[src/verilog/tla_pkg.sv]
// constants shared by the terminal line adapter
package tla_pkg;
    localparam int unsigned CLK_FREQ_HZ = 250_000_000;
    localparam int unsigned BIT_RATE_HZ = 250_000;
    localparam logic [15:0] BIT_DIV = 16'(CLK_FREQ_HZ / BIT_RATE_HZ);
    localparam logic [15:0] HALF_DIV = 16'(CLK_FREQ_HZ / BIT_RATE_HZ / 2);
    localparam int unsigned CODE_W = 7;
    localparam int unsigned OUT_W = 8;
    localparam logic [3:0] TX_LAST_BIT = 4'hA;
    localparam logic [3:0] TX_STOP_BIT = 4'h9;
    localparam logic [3:0] RX_LAST_BIT = 4'h9;
    localparam logic [6:0] ADDR_IO = 7'h31;
    localparam logic [6:0] ADDR_PUNCH = 7'h32;
    localparam logic [7:0] CODE_PRN_ON = 8'h12;
    localparam logic [7:0] CODE_PRN_OFF = 8'h14;
    localparam logic [6:0] CODE_STX = 7'h02;
    localparam logic [6:0] CODE_ETX = 7'h03;
    localparam int unsigned ST_FAULT = 0;
    localparam int unsigned ST_LOAD = 1;
    localparam int unsigned ST_SERVICE_REQUEST_FLAG = 2;
    typedef enum logic [1:0] {TX_IDLE = 2'b00, TX_SHIFT = 2'b01} tla_tx_state_t;
    typedef enum logic [1:0] {
        RX_IDLE = 2'b00, RX_START = 2'b01, RX_DATA = 2'b10
    } tla_rx_state_t;
    typedef enum logic [1:0] {
        SRC_DATA = 2'b00, SRC_ON = 2'b01, SRC_OFF = 2'b10
    } tla_src_t;
endpackage : tla_pkg

[src/verilog/tla_buf2.sv]
// two-entry valid/ready buffer
`timescale 1ns/100ps
`default_nettype none
module tla_buf2 #(
    parameter int unsigned W = 7
) (
    input wire logic clk_sys_in,
    input wire logic rst_n_in,
    input wire logic in_valid_in,
    output logic in_ready_out,
    input wire logic [W-1:0] in_data_in,
    output logic out_valid_out,
    input wire logic out_ready_in,
    output logic [W-1:0] out_data_out
);
    import tla_pkg::*;
    logic [W-1:0] mem_ff [2];
    logic [W-1:0] nxt_mem [2];
    logic wr_ff, rd_ff, nxt_wr, nxt_rd;
    logic [1:0] cnt_ff, nxt_cnt;
    logic push, pop;

    assign in_ready_out = (cnt_ff != 2'h2);
    assign out_valid_out = (cnt_ff != 2'h0);
    assign out_data_out = mem_ff[rd_ff];

    always_comb begin
        push = in_valid_in && in_ready_out;
        pop = out_valid_out && out_ready_in;
        nxt_mem[0] = mem_ff[0];
        nxt_mem[1] = mem_ff[1];
        if (push) begin
            nxt_mem[wr_ff] = in_data_in;
        end
        nxt_wr = push ? !wr_ff : wr_ff;
        nxt_rd = pop ? !rd_ff : rd_ff;
        nxt_cnt = cnt_ff + 2'(push) - 2'(pop);
    end

    always_ff @(posedge clk_sys_in or negedge rst_n_in) begin
        if (!rst_n_in) begin
            mem_ff[0] <= '0;
            mem_ff[1] <= '0;
            wr_ff <= 1'b0;
            rd_ff <= 1'b0;
            cnt_ff <= 2'h0;
        end else begin
            mem_ff[0] <= nxt_mem[0];
            mem_ff[1] <= nxt_mem[1];
            wr_ff <= nxt_wr;
            rd_ff <= nxt_rd;
            cnt_ff <= nxt_cnt;
        end
    end
endmodule : tla_buf2
`default_nettype wire

[src/verilog/tla_adapter.sv]
// terminal line adapter: line unit handshake and serial terminal link
// Operation
// RULE_01: line unit characters are seven code plus parity
// RULE_02: serial frame: start, code, parity, two stops
// RULE_03: mark is one, space is zero
// RULE_04: send printer-on code before every write
// RULE_05: seven input lines, eight output lines
// RULE_06: answer address compare with device present
// RULE_07: line unit flags control operations; the adapter ignores control_op_in
// RULE_08: service request clear resets its flag
// RULE_09: output strobe loads the output register
// RULE_10: acknowledge the accepted output character
// RULE_11: line unit holds read and write flags
// RULE_12: request answered by input gate with character
// RULE_13: status request answered with status character
// RULE_14: status reset clears all status flags
// RULE_15: fault, load, service request are levels
// RULE_16: power-on reset idles the line unit
// RULE_17: acknowledge only after serial shift completes
// RULE_18: local mode holds fault, blocks input loading
// RULE_19: status at write end: printer-off, then status
// RULE_20: bit period from parameter divide counter
// RULE_21: sample serial input at bit middle
`timescale 1ns/100ps
`default_nettype none
module tla_adapter (
    input wire logic clk_sys_in,
    input wire logic rst_n_in,
    input wire logic comp_addr_in,
    input wire logic [tla_pkg::CODE_W-1:0] select_char_in,
    input wire logic control_op_in,
    input wire logic read_op_in,
    input wire logic write_op_in,
    input wire logic service_request_clear_in,
    input wire logic output_char_strobe_in,
    input wire logic [tla_pkg::OUT_W-1:0] out_data_in,
    input wire logic request_in,
    input wire logic status_req_in,
    input wire logic status_reset_in,
    input wire logic local_mode_in,
    input wire logic serial_in,
    output logic device_present_out,
    output logic output_accept_ack_out,
    output logic input_char_gate_out,
    output logic [tla_pkg::CODE_W-1:0] in_data_out,
    output logic status_valid_out,
    output logic [tla_pkg::CODE_W-1:0] status_char_out,
    output logic fault_out,
    output logic load_out,
    output logic service_request_flag_out,
    output logic serial_out
);
    import tla_pkg::*;

    // serial input synchroniser [RULE_03]
    logic rx_meta_ff, rx_sync_ff;
    always_ff @(posedge clk_sys_in or negedge rst_n_in) begin
        if (!rst_n_in) begin
            rx_meta_ff <= 1'b1;
            rx_sync_ff <= 1'b1;
        end else begin
            rx_meta_ff <= serial_in;
            rx_sync_ff <= rx_meta_ff;
        end
    end

    // receiver
    tla_rx_state_t rx_state_ff, nxt_rx_state;
    logic [15:0] rx_cnt_ff, nxt_rx_cnt;
    logic [3:0] rx_bit_ff, nxt_rx_bit;
    logic [9:0] rx_sh_ff, nxt_rx_sh;
    logic hold_valid_ff, nxt_hold_valid;
    logic [CODE_W-1:0] hold_data_ff, nxt_hold_data;
    logic rx_done_ff, nxt_rx_done;
    logic buf_in_ready, buf_out_valid, buf_pop;
    logic [CODE_W-1:0] buf_out_data;

    always_comb begin
        nxt_rx_state = rx_state_ff;
        nxt_rx_cnt = rx_cnt_ff + 16'h0001;
        nxt_rx_bit = rx_bit_ff;
        nxt_rx_sh = rx_sh_ff;
        nxt_rx_done = 1'b0;
        nxt_hold_data = hold_data_ff;
        nxt_hold_valid = hold_valid_ff && !buf_in_ready;
        case (rx_state_ff)
            RX_IDLE: begin
                nxt_rx_cnt = 16'h0000;
                if (!rx_sync_ff) begin
                    nxt_rx_state = RX_START;
                end
            end
            RX_START: begin
                if (rx_cnt_ff == HALF_DIV - 16'h0001) begin // [RULE_21]
                    nxt_rx_cnt = 16'h0000;
                    nxt_rx_bit = 4'h0;
                    nxt_rx_state = rx_sync_ff ? RX_IDLE : RX_DATA;
                end
            end
            RX_DATA: begin
                if (rx_cnt_ff == BIT_DIV - 16'h0001) begin // [RULE_20]
                    nxt_rx_cnt = 16'h0000;
                    nxt_rx_sh = {rx_sync_ff, rx_sh_ff[9:1]};
                    nxt_rx_bit = rx_bit_ff + 4'h1;
                    if (rx_bit_ff == RX_LAST_BIT) begin
                        nxt_rx_state = RX_IDLE;
                        // both stop marks needed, else a break [RULE_02]
                        if (nxt_rx_sh[9:8] == 2'b11) begin
                            nxt_rx_done = 1'b1;
                            nxt_hold_valid = 1'b1;
                            nxt_hold_data = nxt_rx_sh[CODE_W-1:0];
                        end
                    end
                end
            end
            default: begin
                nxt_rx_state = RX_IDLE;
            end
        endcase
    end

    always_ff @(posedge clk_sys_in or negedge rst_n_in) begin
        if (!rst_n_in) begin
            rx_state_ff <= RX_IDLE;
            rx_cnt_ff <= 16'h0000;
            rx_bit_ff <= 4'h0;
            rx_sh_ff <= 10'h000;
            hold_valid_ff <= 1'b0;
            hold_data_ff <= 7'h00;
            rx_done_ff <= 1'b0;
        end else begin
            rx_state_ff <= nxt_rx_state;
            rx_cnt_ff <= nxt_rx_cnt;
            rx_bit_ff <= nxt_rx_bit;
            rx_sh_ff <= nxt_rx_sh;
            hold_valid_ff <= nxt_hold_valid;
            hold_data_ff <= nxt_hold_data;
            rx_done_ff <= nxt_rx_done;
        end
    end

    tla_buf2 #(.W(CODE_W)) u_rx_buf (
        .clk_sys_in(clk_sys_in),
        .rst_n_in(rst_n_in),
        .in_valid_in(hold_valid_ff),
        .in_ready_out(buf_in_ready),
        .in_data_in(hold_data_ff),
        .out_valid_out(buf_out_valid),
        .out_ready_in(buf_pop),
        .out_data_out(buf_out_data)
    );

    // selection, input gate and status flags
    logic dev_ff, nxt_dev, gate_ff, nxt_gate, req_prev_ff, req_pend_ff, nxt_req_pend;
    logic fault_ff, nxt_fault, load_ff, nxt_load, service_request_flag_ff, nxt_service_request_flag;
    logic [CODE_W-1:0] in_data_ff, nxt_in_data;

    always_comb begin
        nxt_dev = comp_addr_in &&
            (select_char_in == ADDR_IO || select_char_in == ADDR_PUNCH); // [RULE_06]
        nxt_req_pend = req_pend_ff || (request_in && !req_prev_ff);
        buf_pop = req_pend_ff && buf_out_valid && !fault_ff; // [RULE_18]
        nxt_gate = buf_pop; // [RULE_12]
        nxt_in_data = buf_pop ? buf_out_data : in_data_ff; // [RULE_05]
        if (buf_pop) begin
            nxt_req_pend = request_in && !req_prev_ff;
        end
        nxt_fault = local_mode_in || (fault_ff && !status_reset_in); // [RULE_18] [RULE_14]
        nxt_load = (rx_done_ff && hold_data_ff == CODE_STX) ||
            (load_ff && !status_reset_in); // [RULE_14]
        nxt_service_request_flag = (rx_done_ff && hold_data_ff == CODE_ETX) ||
            (service_request_flag_ff && !status_reset_in && !service_request_clear_in); // [RULE_08]
    end

    always_ff @(posedge clk_sys_in or negedge rst_n_in) begin
        if (!rst_n_in) begin
            dev_ff <= 1'b0;
            gate_ff <= 1'b0;
            req_prev_ff <= 1'b0;
            req_pend_ff <= 1'b0;
            in_data_ff <= 7'h00;
            fault_ff <= 1'b0;
            load_ff <= 1'b0;
            service_request_flag_ff <= 1'b0;
        end else begin
            dev_ff <= nxt_dev;
            gate_ff <= nxt_gate;
            req_prev_ff <= request_in;
            req_pend_ff <= nxt_req_pend;
            in_data_ff <= nxt_in_data;
            fault_ff <= nxt_fault;
            load_ff <= nxt_load;
            service_request_flag_ff <= nxt_service_request_flag;
        end
    end

    // transmitter and write sequencing
    tla_tx_state_t tx_state_ff, nxt_tx_state;
    tla_src_t src_ff, nxt_src;
    logic [15:0] tx_cnt_ff, nxt_tx_cnt;
    logic [3:0] tx_bit_ff, nxt_tx_bit;
    logic [10:0] tx_sh_ff, nxt_tx_sh;
    logic [OUT_W-1:0] chr_ff, nxt_chr;
    logic chr_pend_ff, nxt_chr_pend, on_pend_ff, nxt_on_pend, off_pend_ff, nxt_off_pend;
    logic stat_pend_ff, nxt_stat_pend, discon_ff, nxt_discon, ack_ff, nxt_ack;
    logic stat_valid_ff, nxt_stat_valid, wr_prev_ff, st_prev_ff, ser_ff, nxt_ser;
    logic [CODE_W-1:0] stat_char_ff, nxt_stat_char;

    always_comb begin
        nxt_tx_state = tx_state_ff;
        nxt_src = src_ff;
        nxt_tx_cnt = 16'h0000;
        nxt_tx_bit = tx_bit_ff;
        nxt_tx_sh = tx_sh_ff;
        nxt_chr = chr_ff;
        nxt_chr_pend = chr_pend_ff;
        nxt_on_pend = on_pend_ff || (write_op_in && !wr_prev_ff); // [RULE_04]
        nxt_off_pend = off_pend_ff;
        nxt_stat_pend = stat_pend_ff;
        nxt_discon = discon_ff && !(write_op_in && !wr_prev_ff);
        nxt_ack = 1'b0;
        nxt_stat_valid = 1'b0;
        nxt_stat_char = stat_char_ff;
        if (status_req_in && !st_prev_ff) begin // [RULE_13]
            nxt_stat_pend = 1'b1;
            if (write_op_in) begin
                nxt_off_pend = 1'b1; // [RULE_19]
                nxt_discon = 1'b1;
            end
        end
        if (output_char_strobe_in && !discon_ff && !chr_pend_ff) begin
            nxt_chr = out_data_in; // [RULE_09] [RULE_01]
            nxt_chr_pend = 1'b1;
        end
        case (tx_state_ff)
            TX_IDLE: begin
                nxt_tx_bit = 4'h0;
                if (on_pend_ff) begin
                    nxt_src = SRC_ON;
                    nxt_tx_sh = {2'b11, CODE_PRN_ON, 1'b0};
                    nxt_tx_state = TX_SHIFT;
                end else if (chr_pend_ff) begin
                    nxt_src = SRC_DATA;
                    nxt_tx_sh = {2'b11, chr_ff, 1'b0}; // [RULE_02]
                    nxt_tx_state = TX_SHIFT;
                end else if (off_pend_ff) begin
                    nxt_src = SRC_OFF;
                    nxt_tx_sh = {2'b11, CODE_PRN_OFF, 1'b0};
                    nxt_tx_state = TX_SHIFT;
                end else if (stat_pend_ff) begin
                    nxt_stat_pend = 1'b0; // [RULE_19]
                    nxt_stat_valid = 1'b1;
                    nxt_stat_char = 7'h00;
                    nxt_stat_char[ST_FAULT] = fault_ff;
                    nxt_stat_char[ST_LOAD] = load_ff;
                    nxt_stat_char[ST_SERVICE_REQUEST_FLAG] = service_request_flag_ff;
                end
            end
            TX_SHIFT: begin
                nxt_tx_cnt = tx_cnt_ff + 16'h0001;
                if (tx_cnt_ff == BIT_DIV - 16'h0001) begin // [RULE_20]
                    nxt_tx_cnt = 16'h0000;
                    nxt_tx_sh = {1'b1, tx_sh_ff[10:1]};
                    nxt_tx_bit = tx_bit_ff + 4'h1;
                    if (tx_bit_ff == TX_LAST_BIT) begin
                        nxt_tx_state = TX_IDLE;
                        case (src_ff)
                            SRC_DATA: begin
                                nxt_chr_pend = 1'b0;
                                nxt_ack = 1'b1; // [RULE_10] [RULE_17]
                            end
                            SRC_ON: nxt_on_pend = write_op_in && !wr_prev_ff;
                            SRC_OFF: nxt_off_pend = status_req_in && !st_prev_ff && write_op_in;
                            default: nxt_on_pend = write_op_in && !wr_prev_ff;
                        endcase
                    end
                end
            end
            default: begin
                nxt_tx_state = TX_IDLE;
            end
        endcase
        nxt_ser = (nxt_tx_state == TX_SHIFT) ? nxt_tx_sh[0] : 1'b1; // [RULE_03]
    end

    always_ff @(posedge clk_sys_in or negedge rst_n_in) begin
        if (!rst_n_in) begin
            tx_state_ff <= TX_IDLE;
            src_ff <= SRC_DATA;
            tx_cnt_ff <= 16'h0000;
            tx_bit_ff <= 4'h0;
            tx_sh_ff <= 11'h7FF;
            chr_ff <= 8'h00;
            chr_pend_ff <= 1'b0;
            on_pend_ff <= 1'b0;
            off_pend_ff <= 1'b0;
            stat_pend_ff <= 1'b0;
            discon_ff <= 1'b0;
            ack_ff <= 1'b0;
            stat_valid_ff <= 1'b0;
            stat_char_ff <= 7'h00;
            wr_prev_ff <= 1'b0;
            st_prev_ff <= 1'b0;
            ser_ff <= 1'b1;
        end else begin
            tx_state_ff <= nxt_tx_state;
            src_ff <= nxt_src;
            tx_cnt_ff <= nxt_tx_cnt;
            tx_bit_ff <= nxt_tx_bit;
            tx_sh_ff <= nxt_tx_sh;
            chr_ff <= nxt_chr;
            chr_pend_ff <= nxt_chr_pend;
            on_pend_ff <= nxt_on_pend;
            off_pend_ff <= nxt_off_pend;
            stat_pend_ff <= nxt_stat_pend;
            discon_ff <= nxt_discon;
            ack_ff <= nxt_ack;
            stat_valid_ff <= nxt_stat_valid;
            stat_char_ff <= nxt_stat_char;
            wr_prev_ff <= write_op_in;
            st_prev_ff <= status_req_in;
            ser_ff <= nxt_ser;
        end
    end

    assign device_present_out = dev_ff;
    assign output_accept_ack_out = ack_ff;
    assign input_char_gate_out = gate_ff;
    assign in_data_out = in_data_ff;
    assign status_valid_out = stat_valid_ff;
    assign status_char_out = stat_char_ff;
    assign fault_out = fault_ff; // [RULE_15]
    assign load_out = load_ff;
    assign service_request_flag_out = service_request_flag_ff;
    assign serial_out = ser_ff;
endmodule : tla_adapter
`default_nettype wire

[config.mk]
export PLATFORM = sky130hd
export DESIGN_NAME = tla_adapter
export DESIGN_NICKNAME = d
export VERILOG_FILES = /design/src/verilog/tla_pkg.sv /design/src/verilog/tla_buf2.sv /design/src/verilog/tla_adapter.sv
export SDC_FILE = /design/constraint.sdc
export NUM_CORES = 1
export LEC_CHECK = 0
export ABC_AREA = 1
export BUFFER_PORTS_ARGS = -buffer_cell sky130_fd_sc_hd__buf_2
export CORE_MARGIN = 3
export CORE_UTILIZATION = 55
export DETAILED_ROUTE_END_ITERATION = 10
export PLACE_DENSITY = 0.72
export REMOVE_ABC_BUFFERS = 1
export SLEW_MARGIN = 20
export SYNTH_ARGS = -nofsm -noshare
export SYNTH_HDL_FRONTEND = slang
export SYNTH_SLANG_ARGS = --single-unit
[constraint.sdc]
create_clock -name clk_sys_in -period 4.5 [get_ports clk_sys_in]
set_input_delay 0.225 -clock clk_sys_in [delete_from_list [all_inputs] [get_ports clk_sys_in]]
set_output_delay 0.225 -clock clk_sys_in [all_outputs]
set_load 0.01 [all_outputs]
==> key figures, run 1 <==
Routing
  • Routed wire length: roughly 12000 um
  • Antenna Nets Post-Route: 0
  • DRC violations left: 0
  • Vias per cell: 5.15
  • DR vias: ~4800
  • Initial DRC count: ~280
  • Post-DR wirelength/cell: 12.7 um
  • Drt first pass iters: 5

Global routing
  • Most used routing layer: met2
  • Largest net degree at the start of global routing: 65
  • Number of global-route vias before repair: 4766
  • Met1 GRT Util: between 20% and 30%
  • GR Util met3: approximately 5.3%
  • First-pass GRT wire length: about 21000 um
  • Overflow after GRT: 0
  • GR Layer Usage met2: ~34%
  • Antenna violations before repair: 0
  • Total GRT Usage: approximately a fifth

Placement
  • Area after DPL: 6490 um^2
  • Number of port buffers: 43
  • GPL Wtd Cong: 0.841
  • DPL Wire Length: ~8200 um

Floorplan
  • Die X: ~110 um
  • Die H: 112 um
  • Row count: 38
  • Initial core utilization: a little under three fifths
  • Die ar.: roughly 13000 um^2
  • Placeable Area: between 10000 and 15000 um^2
  • Io pins: 50

Setup path
  • Setup CP Type: reg2reg
  • Worst Path Arrival: approximately 2.2 ns
  • Worst EP required: around 4.9 ns
  • Worst setup startpoint: rx_cnt_ff[0]
  • Worst-path fanout max: 19
  • Startpoint Class: register
  • Critical Path End Type: register
  • Worst flop-to-flop path startpoint: rx_cnt_ff[0]

Power
  • Total power: around 2.8 mW
  • PwrDens: 384 nW/um^2
  • VDD IR max: between 0.2 and 0.25 mV
  • Leakage: 3.56 nW

Logic synthesis
  • Syn avg cell area: a little under 9 um^2
  • Synth top area cells: dfrtp_1 47%, nand2_1 9.2%, dfstp_2 6.0%
  • Yosys warnings: 0
  • Seq/Total Area, Yosys: roughly 53%
  • Mapped Cells: between 700 and 800
  • Synth cell types: between 40 and 50
  • Synth Register Bits: 130
  • Top-area cell type share of the netlist area: between 40% and 50%
  • Post-synth top area cell: dfrtp_1
  • Syn Std Cell Area: between 6000 and 7000 um^2

STA
  • Fin Hold WS: just over 0.06 ns
  • RSZ-0062 raised after global routing: no
  • Worst-margin pin slew: just under 0.8 ns
  • Tmin final: about 1.7 ns
  • Sum Neg Setup Slack: 0 ns
  • Final hold violation count: 0
  • Final Setup Violations: 0
  • Clock Skew: 0.00648 ns
  • Slew margin rel.: 47.2%
  • F_max: between 0.5 and 0.6 GHz
  • Max Slew Vio Count: 0
  • Period utilization: 38.5%

Cells and area
  • Final net count: roughly 800
  • # diodes: 0
  • Area delta synth->final: 17.6%
  • Share of layout cells above drive strength 1: between 10% and 20%
  • Design area: slightly above 7000 um^2
  • FF+latch area: 3270 um^2
  • Fill count: 894
  • Multi-input gate area: 2470 um^2

Min path
  • Hold WC Path Type: in2reg
  • Hold Crit Start: output_char_strobe_in

Outcome
  • Status: completed

Clock tree
  • CTS buffer count: 17
  • Worst-skew pair later-pin latency: 0.52 ns
  • Max H-tree Level: 4
  • Clock buffer depth: 2
  • Sink Count: 130
  • Clock transition at path regs: roughly 0.060 ns
  • Root buffer cell: clkbuf_8
  • CTS resizes: 0
  • CTS tree: built

Job
  • Max cap viols: 0
## layer usage
| metal | vias to the layer above | wire length (um) |
|---|---|---|
| li1 | 2382 | - |
| met1 | 2279 | 5250 |
| met2 | 96 | 5850 |
| met3 | 13 | 552 |
| met4 | 0 | 124 |
| met5 | - | 0 |
## Yosys cell counts (all sizes together)
| library cell | number |
|---|---|
| or2 | 2 |
| a21boi | 1 |
| nand3 | 59 |
| nand2 | 164 |
| nand4 | 12 |
| a21oi | 32 |
| buf | 14 |
| dfrtp | 116 |
| and3b | 1 |
| o2111ai | 1 |
| nor2 | 92 |
| xnor2 | 7 |
| o21ai | 39 |
| nor3 | 15 |
| and3 | 1 |
| dfstp | 14 |
| mux2i | 7 |
| xor2 | 9 |
| o22ai | 1 |
| clkinv | 1 |
| a211oi | 1 |
| o21bai | 1 |
| inv | 88 |
| o31ai | 3 |
| conb | 1 |
| nor3b | 2 |
| mux2 | 7 |
| ha | 8 |
| clkbuf | 2 |
## cell usage in the layout, fill, tap and decap left out, drive strengths merged, types with 15 or more instances in the layout
| cell type | count |
|---|---|
| nand3 | 59 |
| buf | 45 |
| clkbuf | 20 |
| a21oi | 32 |
| nand2 | 164 |
| dlygate4sd3 | 20 |
| o21ai | 39 |
| nor2 | 92 |
| nor3 | 15 |
| dfrtp | 116 |
| inv | 90 |
## timing repair
| item | in CTS | in global routing |
|---|---|---|
| setup endpoints to repair | 0 | 0 |
| buffers inserted | 0 | 0 |
| endpoints found under the hold margin | 79 | 0 |
| hold buffers | 20 | 0 |
## report_power, final
group	switching, mW	internal [mW]
sequential	0.0415	1.25
combinational	0.103	0.0656
clock	0.508	0.819
## area by class of cell
class	count	area share [%]
clock inverters	12	1.83
well taps	140	2.41
repair buffers	65	5.96
clock buffers	20	6.13
multi-input cells	470	34.1
flip-flops and latches	130	45.0
inverters	89	4.60
## path summary, 6_finish.rpt
path / endpoint / slack [ns] / cells after the start
max reg2reg: rx_bit_ff[3] / 2.77 / 10
min reg2reg: rx_sync_ff / 0.36 / 0
max: rx_bit_ff[3] / 2.77 / 10
max in group asynchronous: tx_sh_ff[10] / 3.13 / 3
min: chr_pend_ff / 0.06 / 5
min in group asynchronous: in_data_out[0] / 0.34 / 2
## state kept, by name, indices dropped and copies added (netlist names), 2 cells and up
signal and count:
tx_cnt_ff 16, in_data_out 7, tx_state_ff 2, hold_data_ff 7, src_ff 2, u_rx_buf.mem_ff 14, tx_sh_ff 11, tx_bit_ff 4
chr_ff 8, rx_state_ff 2, rx_sh_ff 9, u_rx_buf.cnt_ff 2, rx_bit_ff 4, status_char_out 3, rx_cnt_ff 16
## critical path: stages (launching register included)
cell	delay, ns
dfrtp_1	0.37
ha_1	0.23
nand2_1	0.10
inv_1	0.10
nand2_2	0.07
nor2_4	0.12
nand3_4	0.24
nand2_2	0.17
nand2_2	0.09
nand2_1	0.09
nand2_1	0.05
## per-stage QoR
step	worst slack [ns]	util (%)	cells
6_report	2.77	66.7	926
5_1_grt	2.58	66.7	926
4_1_cts	2.75	66.7	926
3_5_place_dp	2.76	59.6	874
3_3_place_gp	2.81	59.6	874
2_1_floorplan	3.00	-	689
## cell families (layout without fill, tap and decap cells)
family	after synthesis	count (layout)	synth area share, %
AOI/OAI and AO/OA	79	79	7.76
xor gates and xnor gates	16	16	2.27
adders and majority gates	8	8	1.62
buffers and inverters	105	186	7.21
DFF	130	130	53.0
muxes	14	14	2.41
other	1	5	0.0607
and+or+nand+nor	348	348	25.7
Power figures use the tool's default switching activity.
==> run 2: changes to the inputs <==
==> constraint.sdc (replaced) <==
create_clock -name clk_sys_in -period 1.6 [get_ports clk_sys_in]
set_input_delay 0.08 -clock clk_sys_in [delete_from_list [all_inputs] [get_ports clk_sys_in]]
set_output_delay 0.08 -clock clk_sys_in [all_outputs]
set_load 0.01 [all_outputs]
==> run 2 against run 1 <==
Against the previous run:
- worst hold slack worse by 0.038 ns
- fmax rose by 13%
- clock skew grew 0.0041 ns
- die area stayed put
- utilization rose by 3.1 points
- count of clock-buffer cells in the layout stayed put
- largest power group unchanged
- sequential cell count unchanged
- register-to-register slack got worse by 2.7 ns
- via count increased by 1.1%
- setup slack worse by 2.7 ns
- cell area up 4.7%
==> key figures, run 2 (synthesis gave the netlist of run 1 again) <==
Global routing
  • GR Util met3: 4.40%
  • Most used routing layer: met2
  • Largest net degree at the start of global routing: 59
  • First-pass GRT wire length: about 21000 um
  • Number of global-route vias before repair: 4828
  • Overflow after GRT: 0
  • Total GRT Usage: around 21%
  • Antenna violations before repair: 0
  • GR Layer Usage met2: between 30% and 40%
  • Met1 GRT Util: 25.7%

Setup path
  • Cell chain of the critical path: ha_2 -> nand2_2 -> inv_2 -> buf_4 -> nand2_2 -> nor2_4 -> nand3_4 -> buf_12 -> nor2_2 -> a21oi_2
  • Critical Path End Type: register
  • Crit path buf inv count: 3
  • Worst setup startpoint: rx_cnt_ff[0]
  • Most frequent CP cell: nand2_2
  • Largest stage delay, worst path: 0.36 ns
  • Crit-path slowest cell: dfrtp_1
  • Setup CP Type: reg2reg
  • Worst flop-to-flop path startpoint: rx_cnt_ff[0]
  • Worst EP required: 2.00 ns
  • Worst-path fanout max: 18
  • Startpoint Class: register
  • Reg2reg path depth: 10
  • Worst Path Arrival: between 1.5 and 2 ns
  • CP top delay family: simple AND/OR/NAND/NOR gates
  • WP depth: 10

Clock tree
  • Clock buffer depth: 2
  • Max H-tree Level: 4
  • Worst-skew pair later-pin latency: roughly 0.52 ns
  • Clock transition at path regs: ~0.060 ns
  • CTS tree: built
  • Root buffer cell: clkbuf_8
  • CTS buffer count: 17
  • Sink Count: 130

Routing
  • DR vias: 4822
  • DRC violations left: 0
  • Routed wire length: around 12000 um
  • Drt first pass iters: 4
  • Post-DR wirelength/cell: ~13 um
  • Antenna Nets Post-Route: 0
  • Vias per cell: around 5.1
  • Initial DRC count: ~330

Cells and area
  • Final cell count without fillers: about 950
  • Area delta synth->final: 23.2%
  • Fill count: approximately 800
  • Final net count: approximately 830
  • # diodes: 0
  • Top Registers: rx_cnt_ff (16), tx_cnt_ff (16), u_rx_buf.mem_ff (14)
  • Commonest non-fill, non-tap cells in the layout: 148 x nand2_1, 116 x dfrtp_1, 83 x inv_1
  • Share of layout cells above drive strength 1: between 20% and 30%
  • Most common cell after layout, fill and taps aside: nand2_1

STA
  • Sum Neg Setup Slack: 0 ns
  • Final hold violation count: 0
  • Period utilization: 95.4%
  • Max Slew Vio Count: 0
  • F_max: roughly 0.66 GHz
  • Tmin final: 1.53 ns
  • Final Setup Violations: 0
  • RSZ-0062 raised after global routing: yes
  • Clock Skew: roughly 0.011 ns

Placement
  • Number of port buffers: 43
  • GPL Wtd Cong: 0.876
  • DPL Wire Length: ~8400 um
  • Dpl cells: around 900

Min path
  • Hold WC Path Type: in2async

Floorplan
  • Die X: 112 um
  • Die ar.: between 10000 and 15000 um^2
  • Placeable Area: ~11000 um^2
  • Io pins: 50
  • Initial core utilization: between 50% and 60%
  • Row count: 38
  • Die H: 112 um

Outcome
  • Status: completed

Power
  • PwrDens: around 1100 nW/um^2
  • VDD IR max: ~0.63 mV
  • Leakage: between 3 and 4 nW

Job
  • Max cap viols: 0
-- run 2: worst paths after layout --
| check | end | slack (ns) |
|---|---|---|
| worst max-delay path | rx_sh_ff[1] | 0.07 |
| worst min-delay path | in_data_out[2] | 0.02 |
| worst max register to register | rx_sh_ff[1] | 0.07 |
| worst min register to register | rx_sync_ff | 0.36 |
| max in group asynchronous | tx_sh_ff[10] | 0.88 |
| min in group clk_sys_in | st_prev_ff | 0.21 |
-- run 2: final cells by class --
class	count	area [um^2]	area share, %
sequential	130	3270	43.0
multi-input combinational	470	2550	33.5
timing repair buffer	90	683	8.98
clock buffer	20	435	5.72
inverter	89	334	4.39
tap	140	175	2.30
clock inverter	12	158	2.07
-- run 2: timing repair --
action,CTS,global route
setup buffers,0,3
resized for setup,0,24
hold endpoints to repair,139,0
endpoints found under the setup margin,0,48
hold buffers,20,0
-- run 2: metal layers --
metal | routed length (um) | vias to the layer above
met2 | 5890 | 81
met1 | 5560 | 2291
li1 | - | 2429
met3 | 406 | 21
met4 | 216 | 0
met5 | 0 | -
-- run 2: per-stage QoR --
step	hold WS (ns)	instance area (um^2)	power [mW]	setup slack (ns)	utilization, %
2_1_floorplan	-0.216	6080	3.93	0.0982	-
3_3_place_gp	0.0218	6710	4.14	0.121	61.7
3_5_place_dp	0.0367	6710	4.16	0.0697	61.7
4_1_cts	0.0138	7510	8.08	0.0492	68.9
5_1_grt	0.0442	7610	8.32	-0.0157	69.9
6_report	0.0237	7610	7.99	0.0733	69.9
-- run 2: where the power goes --
part	switching, mW	internal, mW
Combinational	0.298	0.211
Sequential	0.113	3.53
Clock	1.43	2.42
